## src/spc_pkg.sv

```systemverilog
// Constants shared by the serial port 0 control block
package spc_pkg;

  // ==========================================================
  // Register map
  localparam logic [7:0] SPC_CTRL_ADDR = 8'h98; // Control register
  localparam logic [7:0] SPC_CTRL_RESET = 8'h00; // Value after reset
  localparam logic [4:0] SPC_BIT_BLOCK = 5'h13; // Bit addresses 98H-9FH

  // ==========================================================
  // Field positions inside the control register
  localparam int SPC_MODE_HIGH_BIT = 7; // Mode high or frame error
  localparam int SPC_MODE_LOW_BIT = 6;
  localparam int SPC_MP_CHECK_BIT = 5;
  localparam int SPC_RX_ENABLE_BIT = 4;
  localparam int SPC_TX_NINTH_BIT = 3;
  localparam int SPC_RX_NINTH_BIT = 2;
  localparam int SPC_TX_DONE_BIT = 1;
  localparam int SPC_RX_DONE_BIT = 0;

  // ==========================================================
  // Mode field encoding
  localparam logic [1:0] SPC_MODE_SHIFT = 2'h0; // Synchronous shift
  localparam logic [1:0] SPC_MODE_8BIT_VAR = 2'h1; // 8-bit, variable
  localparam logic [1:0] SPC_MODE_9BIT_FIX = 2'h2; // 9-bit, fixed
  localparam logic [1:0] SPC_MODE_9BIT_VAR = 2'h3; // 9-bit, variable

  // ==========================================================
  // Shift clock divisors of the system clock in mode 0
  localparam int SPC_SHIFT_DIV_SLOW = 12;
  localparam int SPC_SHIFT_DIV_FAST = 2;
  localparam int SPC_SHIFT_CNT_W = 4;

endpackage

```

## src/spc_serial_control.sv

```systemverilog
// Control and status register logic of serial port 0
`timescale 1ns/10ps

// What this block does
// - Bits 7:6 are mode when access off
// - Bit 7 is frame error when access on
// - Missing stop bit sets sticky frame error
// - Mode 0 rate: divide twelve or two
// - Mode 1, check off: every frame valid
// - Mode 1, check on: stop and address
// - Modes 2/3, check on: ninth and address
// - Given is AND, broadcast is OR
// - Receive enable low ignores incoming frames
// - Mode 0 starts receive: enabled, flag clear
// - Ninth transmit bit sent in modes 2/3
// - Ninth receive bit: ninth or stop level
// - Transmit flag set at frame end
// - Receive flag set after valid frame
// - Flags request interrupt, software clears only
// - Register at 98H, bit addressable, resets zero
module spc_serial_control
  import spc_pkg::*;
(
  input wire logic sys_clk, // System clock
  input wire logic rst, // Synchronous reset, active high
  input wire logic [7:0] sfrAddr, // Byte access address
  input wire logic sfrWrite, // Byte write strobe
  input wire logic [7:0] sfrWriteData, // Byte write data
  input wire logic [7:0] sfrBitAddr, // Bit access address
  input wire logic sfrBitWrite, // Bit write strobe
  input wire logic sfrBitValue, // Bit write value
  output logic [7:0] sfrReadData, // Read data, one cycle late
  input wire logic frameErrorAccessSelect, // Bit 7 shows frame error
  input wire logic [7:0] slaveAddress, // Own slave address
  input wire logic [7:0] slaveAddressMask, // Slave address mask
  input wire logic txFrameDone, // Transmit frame finished pulse
  input wire logic rxShiftDone, // Mode 0 eighth bit received
  input wire logic rxFrameDone, // Modes 1-3 stop bit sampled
  input wire logic [7:0] rxByte, // Received data byte
  input wire logic rxNinthBit, // Received ninth bit
  input wire logic rxStopBit, // Sampled stop bit level
  output logic [1:0] modeSelect, // Operating mode field
  output logic multiprocessorCheckEnable, // Check bit
  output logic receiveEnable, // Reception allowed, modes 1-3
  output logic ninthTransmitBit, // Ninth bit to send
  output logic mode0ReceiveStart, // Mode 0 reception may start
  output logic shiftClockTick, // Mode 0 shift clock tick
  output logic serialIrq, // Serial interrupt request
  output logic rxAccepted, // Valid reception pulse
  output logic framingErrorFlag // Framing error status
);

  // ==========================================================
  // Register state
  logic modeHigh_reg, modeHigh_next;
  logic modeLow_reg, modeLow_next;
  logic mpCheck_reg, mpCheck_next;
  logic rxEnable_reg, rxEnable_next;
  logic txNinth_reg, txNinth_next;
  logic rxNinth_reg, rxNinth_next;
  logic txDone_reg, txDone_next;
  logic rxDone_reg, rxDone_next;
  logic frameError_reg, frameError_next;
  logic [7:0] readData_reg;
  logic irq_reg;
  logic rxAccepted_reg;
  logic txNinthOut_reg;
  logic rxEnableOut_reg;
  logic mode0Start_reg;

  logic byteHit, bitHit;
  logic [2:0] bitIdx;
  logic [7:0] swWe, swVal;
  logic [1:0] mode;
  logic [7:0] givenAddr, bcastAddr;
  logic addrMatch, rxValid, frameErrSet;
  logic [7:0] regView;

  assign mode = {modeHigh_reg, modeLow_reg};
  assign bitIdx = sfrBitAddr[2:0];

  // ==========================================================
  // Access decode
  // Byte and bit writes to the control register
  assign byteHit = sfrWrite && (sfrAddr == SPC_CTRL_ADDR);
  assign bitHit = sfrBitWrite &&
                  (sfrBitAddr[7:3] == SPC_BIT_BLOCK);

  // Per-bit write enables and values
  always_comb begin
    swWe = 8'h00;
    swVal = 8'h00;
    if (byteHit) begin
      swWe = 8'hFF;
      swVal = sfrWriteData;
    end else if (bitHit) begin
      swWe[bitIdx] = 1'b1;
      swVal[bitIdx] = sfrBitValue;
    end
  end

  // ==========================================================
  // Reception validity
  // Given and broadcast address comparison
  assign givenAddr = slaveAddress & slaveAddressMask;
  assign bcastAddr = slaveAddress | slaveAddressMask;
  assign addrMatch =
    ((rxByte & slaveAddressMask) == givenAddr) ||
    ((rxByte & bcastAddr) == bcastAddr);

  // Frame acceptance by mode and check bit
  always_comb begin
    rxValid = 1'b0;
    case (mode)
      SPC_MODE_SHIFT: begin
        rxValid = rxShiftDone && rxEnable_reg;
      end
      SPC_MODE_8BIT_VAR: begin
        rxValid = rxFrameDone && rxEnable_reg &&
                  (!mpCheck_reg ||
                   (rxStopBit && addrMatch));
      end
      SPC_MODE_9BIT_FIX, SPC_MODE_9BIT_VAR: begin
        rxValid = rxFrameDone && rxEnable_reg &&
                  (!mpCheck_reg ||
                   (rxNinthBit && addrMatch));
      end
      default: begin
        rxValid = 1'b0;
      end
    endcase
  end

  // Missing stop bit in the asynchronous modes
  assign frameErrSet = rxFrameDone && rxEnable_reg &&
                       (mode != SPC_MODE_SHIFT) && !rxStopBit;

  // ==========================================================
  // Next values of the control bits
  // Bit 7 goes to mode or frame error by access select
  always_comb begin
    modeHigh_next = modeHigh_reg;
    frameError_next = frameError_reg;
    if (swWe[SPC_MODE_HIGH_BIT] && !frameErrorAccessSelect) begin
      modeHigh_next = swVal[SPC_MODE_HIGH_BIT];
    end
    if (swWe[SPC_MODE_HIGH_BIT] && frameErrorAccessSelect) begin
      frameError_next = swVal[SPC_MODE_HIGH_BIT];
    end
    if (frameErrSet) begin
      frameError_next = 1'b1;
    end
  end

  // Plain software bits
  always_comb begin
    modeLow_next = swWe[SPC_MODE_LOW_BIT] ?
                   swVal[SPC_MODE_LOW_BIT] : modeLow_reg;
    mpCheck_next = swWe[SPC_MP_CHECK_BIT] ?
                   swVal[SPC_MP_CHECK_BIT] : mpCheck_reg;
    rxEnable_next = swWe[SPC_RX_ENABLE_BIT] ?
                    swVal[SPC_RX_ENABLE_BIT] : rxEnable_reg;
    txNinth_next = swWe[SPC_TX_NINTH_BIT] ?
                   swVal[SPC_TX_NINTH_BIT] : txNinth_reg;
  end

  // Received ninth bit, hardware store wins over software
  always_comb begin
    rxNinth_next = swWe[SPC_RX_NINTH_BIT] ?
                   swVal[SPC_RX_NINTH_BIT] : rxNinth_reg;
    if (rxValid && mode == SPC_MODE_8BIT_VAR) begin
      rxNinth_next = rxStopBit;
    end else if (rxValid && mode[1]) begin
      rxNinth_next = rxNinthBit;
    end
  end

  // Done flags: hardware set wins over software clear
  always_comb begin
    txDone_next = swWe[SPC_TX_DONE_BIT] ?
                  swVal[SPC_TX_DONE_BIT] : txDone_reg;
    rxDone_next = swWe[SPC_RX_DONE_BIT] ?
                  swVal[SPC_RX_DONE_BIT] : rxDone_reg;
    if (txFrameDone) begin
      txDone_next = 1'b1;
    end
    if (rxValid) begin
      rxDone_next = 1'b1;
    end
  end

  // ==========================================================
  // Registers
  // Control bits, all zero after reset
  always_ff @(posedge sys_clk) begin
    if (rst) begin
      modeHigh_reg <= SPC_CTRL_RESET[SPC_MODE_HIGH_BIT];
      modeLow_reg <= SPC_CTRL_RESET[SPC_MODE_LOW_BIT];
      mpCheck_reg <= SPC_CTRL_RESET[SPC_MP_CHECK_BIT];
      rxEnable_reg <= SPC_CTRL_RESET[SPC_RX_ENABLE_BIT];
      txNinth_reg <= SPC_CTRL_RESET[SPC_TX_NINTH_BIT];
      rxNinth_reg <= SPC_CTRL_RESET[SPC_RX_NINTH_BIT];
      txDone_reg <= SPC_CTRL_RESET[SPC_TX_DONE_BIT];
      rxDone_reg <= SPC_CTRL_RESET[SPC_RX_DONE_BIT];
      frameError_reg <= 1'b0;
    end else begin
      modeHigh_reg <= modeHigh_next;
      modeLow_reg <= modeLow_next;
      mpCheck_reg <= mpCheck_next;
      rxEnable_reg <= rxEnable_next;
      txNinth_reg <= txNinth_next;
      rxNinth_reg <= rxNinth_next;
      txDone_reg <= txDone_next;
      rxDone_reg <= rxDone_next;
      frameError_reg <= frameError_next;
    end
  end

  // Register view seen by reads
  assign regView = {frameErrorAccessSelect ? frameError_reg
                                           : modeHigh_reg,
                    modeLow_reg, mpCheck_reg, rxEnable_reg,
                    txNinth_reg, rxNinth_reg, txDone_reg, rxDone_reg};

  // Read data, zero for other addresses
  always_ff @(posedge sys_clk) begin
    if (rst) begin
      readData_reg <= 8'h00;
    end else if (sfrAddr == SPC_CTRL_ADDR) begin
      readData_reg <= regView;
    end else begin
      readData_reg <= 8'h00;
    end
  end

  // Status outputs aligned with the control bits
  always_ff @(posedge sys_clk) begin
    if (rst) begin
      irq_reg <= 1'b0;
      rxAccepted_reg <= 1'b0;
      txNinthOut_reg <= 1'b0;
      rxEnableOut_reg <= 1'b0;
      mode0Start_reg <= 1'b0;
    end else begin
      irq_reg <= txDone_next || rxDone_next;
      rxAccepted_reg <= rxValid;
      txNinthOut_reg <= txNinth_next && modeHigh_next;
      rxEnableOut_reg <= rxEnable_next &&
                         ({modeHigh_next, modeLow_next} !=
                          SPC_MODE_SHIFT);
      mode0Start_reg <= ({modeHigh_next, modeLow_next} ==
                         SPC_MODE_SHIFT) &&
                        rxEnable_next && !rxDone_next;
    end
  end

  // ==========================================================
  // Mode 0 shift clock
  spc_shift_divider #(
    .SLOW_DIV(SPC_SHIFT_DIV_SLOW),
    .FAST_DIV(SPC_SHIFT_DIV_FAST),
    .CNT_W(SPC_SHIFT_CNT_W)
  ) shiftDivider (
    .sys_clk(sys_clk),
    .rst(rst),
    .runEnable(mode == SPC_MODE_SHIFT),
    .fastSelect(mpCheck_reg),
    .shiftTick(shiftClockTick)
  );

  // Output connections
  assign sfrReadData = readData_reg;
  assign modeSelect = {modeHigh_reg, modeLow_reg};
  assign multiprocessorCheckEnable = mpCheck_reg;
  assign receiveEnable = rxEnableOut_reg;
  assign ninthTransmitBit = txNinthOut_reg;
  assign mode0ReceiveStart = mode0Start_reg;
  assign serialIrq = irq_reg;
  assign rxAccepted = rxAccepted_reg;
  assign framingErrorFlag = frameError_reg;

  // ==========================================================
  // Assertions
  logic slowRun, fastRun, rxSwSet, rxSwClr, feSwClr;
  assign slowRun = (mode == SPC_MODE_SHIFT) && !mpCheck_reg;
  assign fastRun = (mode == SPC_MODE_SHIFT) && mpCheck_reg;
  assign rxSwSet = swWe[SPC_RX_DONE_BIT] && swVal[SPC_RX_DONE_BIT];
  assign rxSwClr = swWe[SPC_RX_DONE_BIT] && !swVal[SPC_RX_DONE_BIT];
  assign feSwClr = swWe[SPC_MODE_HIGH_BIT] && frameErrorAccessSelect &&
                   !swVal[SPC_MODE_HIGH_BIT];
endmodule

```

## src/spc_shift_divider.sv

```systemverilog
// Shift clock tick generator for the synchronous shift mode
`timescale 1ns/10ps
module spc_shift_divider
  import spc_pkg::*;
#(
  parameter int SLOW_DIV = SPC_SHIFT_DIV_SLOW, // Slow divisor
  parameter int FAST_DIV = SPC_SHIFT_DIV_FAST, // Fast divisor
  parameter int CNT_W = SPC_SHIFT_CNT_W // Counter width
) (
  input wire logic sys_clk, // System clock
  input wire logic rst, // Synchronous reset
  input wire logic runEnable, // Divider runs while high
  input wire logic fastSelect, // Fast divisor when high
  output logic shiftTick // One-cycle tick per period
);

  logic [CNT_W-1:0] count_reg;
  logic [CNT_W-1:0] lastCount;

  // Terminal count for the selected rate
  assign lastCount = fastSelect ? CNT_W'(FAST_DIV - 1)
                                : CNT_W'(SLOW_DIV - 1);

  // Counter and tick, held at zero while stopped
  always_ff @(posedge sys_clk) begin
    if (rst || !runEnable) begin
      count_reg <= '0;
      shiftTick <= 1'b0;
    end else if (count_reg >= lastCount) begin
      count_reg <= '0;
      shiftTick <= 1'b1;
    end else begin
      count_reg <= count_reg + CNT_W'(1);
      shiftTick <= 1'b0;
    end
  end

endmodule

```

## config.mk

```make
export PLATFORM = sky130hd
export DESIGN_NAME = spc_serial_control
export DESIGN_NICKNAME = d
export VERILOG_FILES = /design/src/spc_pkg.sv /design/src/spc_serial_control.sv /design/src/spc_shift_divider.sv
export SDC_FILE = /design/constraint.sdc
export NUM_CORES = 1
export LEC_CHECK = 0
export ABC_AREA = 1
export BUFFER_PORTS_ARGS = -buffer_cell sky130_fd_sc_hd__buf_4
export CAP_MARGIN = 10
export CORE_MARGIN = 3
export CORE_UTILIZATION = 47
export CTS_BUF_LIST = sky130_fd_sc_hd__clkbuf_8
export CTS_CLUSTER_DIAMETER = 50
export DETAILED_ROUTE_END_ITERATION = 10
export PLACE_DENSITY = 0.85
export SLEW_MARGIN = 10
export SYNTH_ARGS = -nofsm -noshare
export SYNTH_HDL_FRONTEND = slang
export SYNTH_SLANG_ARGS = --single-unit
```

## constraint.sdc

```tcl
create_clock -name sys_clk -period 1.6 [get_ports sys_clk]
set_input_delay 0.32 -clock sys_clk [delete_from_list [all_inputs] [get_ports sys_clk]]
set_output_delay 0.32 -clock sys_clk [all_outputs]
set_load 0.01 [all_outputs]
```

==> impl_metrics.json <==
{
  "status": "completed",
  "crit_cells": 5,
  "finalCritPeriodShare": 0.856,
  "synth_nets": 311,
  "hold_start": "rst",
  "cp_top_family": "compound AO/OA/AOI/OAI gates",
  "overflow": 0,
  "syn_area_per_cell_um2": 6.27,
  "fmax_ghz": 0.730,
  "layout.nets": 396,
  "drv_slew": 0,
  "synth.most_common_cell": "nand2_1",
  "worstSetupPathType": "register to register",
  "worstPathArrival_ns": 1.58,
  "netlist-cell-type-count": 25,
  "cts_resized": 0,
  "power_density_nw_per_um2": 575,
  "die_y_um": 63.6,
  "clk_latency_ns": 0.27,
  "coreArea_um2": 3100,
  "multi_input_area_um2": 810,
  "cts_setup_buffers": 0,
  "hpwl_um": 3280,
  "vias_per_cell": 4.70,
  "tns_ns": 0,
  "async_flop_share": 0,
  "maxCapViolCount": 0,
  "finalHoldViolations": 0,
  "synth_seq_cells": 27,
  "grt_max_degree": 17,
  "drive_gt1_frac": 0.303,
  "wl_um": 3810,
  "portBuffers": 76,
  "synthTopCellsByArea": "dfxtp_1 (35%), nand2_1 (16%), inv_1 (11%)",
  "r2r-start": "multiprocessorCheckEnable$_SDFFE_PP0P_",
  "synthTopCellsByCount": "nand2_1 (67), inv_1 (45), nor2_1 (34), dfxtp_1 (27), nand3_1 (20)",
  "grt_pass1_vias": 1583,
  "ant_nets": 0,
  "cts_buffers": 3,
  "firstDrtPassIters": 4,
  "cp_slowest_stage_delay_ns": 0.32,
  "yosysWarnings": 0,
  "peakVddDrop_mv": 0.375,
  "wl_per_cell_um": 10.1,
  "hp-class": "input pin to register",
  "largest_reg_flops": 8,
  "register_area_um2": 541,
  "synth-edff-count": 0,
  "cp-start-kind": "register",
  "cts_tree": "yes",
  "cts.path.max_buffers": 2,
  "final-setup-viol-count": 0,
  "cts_root_buffer": "clkbuf_8",
  "clkSinkCount": 27,
  "synth-main-ff-cell": "dfxtp_1",
  "min_period_ns": 1.37,
  "row_count": 20,
  "cts_hold_buffers": 0,
  "min_to": "multiprocessorCheckEnable$_SDFFE_PP0P_",
  "synth_area_um2": 1560,
  "pin_count": 77,
  "netlist_instances": 249,
  "path_buf_inv": 0,
  "drc": 0,
  "die_w_um": 63.6,
  "synth_area_leader_cell": "dfxtp_1",
  "critPathCaptureType": "register",
  "initial_core_util": 0.503,
  "crit_path_max_fanout": 4,
  "syn_to_final_growth_pct": 44.9,
  "grt_setup_unrepaired": "no",
  "worst_pin_slew_ns": 0.324,
  "cp_cell_sequence": "ha_1 -> a211o_1 -> a21oi_1 -> nand3_1 -> nor2_1",
  "grtUsageTotal": 0.195,
  "die_area_um2": 4050,
  "max_slew_margin": 0.783,
  "reg2reg_slack_ns": 0.23,
  "drtIter0Drc": 42,
  "h-tree-depth": 1,
  "final_core_util": 0.729,
  "synth_top_area_frac": 0.346,
  "path_clk_slew_ns": 0.09,
  "worst_ep_required_time_ns": 1.81,
  "diodes": 0,
  "r2r-end": "shiftDivider.count_reg[0]$_SDFF_PP0_",
  "clock-skew-final_ns": 0.00373,
  "p_leak_nw": 1.23,
  "gp_congestion": 0.897,
  "seq_area_frac_synth": 0.346,
  "fillers": 274,
  "grt_pass1_wl_um": 6500,
  "antenna_found_initial": 0,
  "cpMaxStageDelayCell": "dfxtp_1",
  "r2r_cells": 5,
  "num_vias": 1772,
  "whs_path_depth": 2
}
[worst max-delay path by stage]
stage	slack, ns	start	to
floorplan	0.23	multiprocessorCheckEnable$_SDFFE_PP0P_	shiftDivider.count_reg[0]$_SDFF_PP0_
global placement	-0.06	sfrAddr[3]	serialIrq$_SDFF_PP0_
CTS	0.21	multiprocessorCheckEnable$_SDFFE_PP0P_	shiftDivider.count_reg[0]$_SDFF_PP0_
global route	0.1	sfrAddr[2]	ninthTransmitBit$_SDFF_PP0_
detailed placement	-0.04	sfrAddr[2]	ninthTransmitBit$_SDFF_PP0_
finish	0.23	multiprocessorCheckEnable$_SDFFE_PP0P_	shiftDivider.count_reg[0]$_SDFF_PP0_
[layer usage]
layer / part of all wire / up-vias / routed length (um) / track usage
li1: - / 938 / - / -
met1: 0.42 / 756 / 1600 / 0.249
met2: 0.49 / 74 / 1870 / 0.343
met3: 0.080 / 4 / 306 / 0.0267
met4: 0.0081 / 0 / 31 / 0.0485
met5: 0 / - / 0 / 0
[report_power, final]
group / total, mW / switching, mW / internal (mW)
clock network: 0.377 / 0.201 / 0.176
logic: 0.234 / 0.0987 / 0.136
registers: 0.689 / 0.00727 / 0.682
total: 1.30 / 0.307 / 0.994
[metrics by stage]
step | hold slack [ns] | total power [mW] | instances | instance area (um2) | worst slack, ns
floorplan | 0.404 | 0.796 | 249 | 1560 | 0.229
global placement | 0.428 | 0.936 | 373 | 2210 | -0.0573
detailed placement | 0.428 | 0.940 | 373 | 2210 | -0.0427
CTS | 0.301 | 1.31 | 377 | 2260 | 0.213
global route | 0.301 | 1.38 | 377 | 2260 | 0.0992
finish | 0.309 | 1.30 | 377 | 2260 | 0.230
[cell type report]
| type | instances | share of cell area |
|---|---|---|
| tap | 44 | 0.0243 |
| inverter | 47 | 0.0780 |
| clock buffer | 3 | 0.0183 |
| timing repair buffer | 84 | 0.279 |
| clock inverter | 1 | 0.00332 |
| sequential | 27 | 0.239 |
| multi-input combinational | 171 | 0.358 |
[worst reg2reg max path, cell delays in order, from the launching register on]
cell     delay [ns]
dfxtp_1        0.32
ha_1           0.29
a211o_1        0.25
a21oi_1        0.16
nand3_1        0.16
nor2_1         0.12
[cells by family after synthesis]
kind of cell	after synthesis	share of synthesized area
and+or+nand+nor	141	0.397
DFF	27	0.346
xor gates and xnor gates	2	0.0112
adders and majority gates	3	0.0241
AOI/OAI and AO/OA	25	0.0866
buffers and inverters	51	0.135
[cell usage in the layout (no fill, tap or decap), drive strengths merged]
cell type   n
o211ai      1
ha          3
clkbuf      3
nand3      22
a211o       1
buf        84
o21ai      14
nor2       37
xor2        1
clkinvlp    1
a31oi       3
inv        46
nand4       3
clkinv      1
a21oi       6
nand2      72
dfxtp      27
and3        1
nor3        6
xnor2       1
Power figures use the tool's default switching activity.
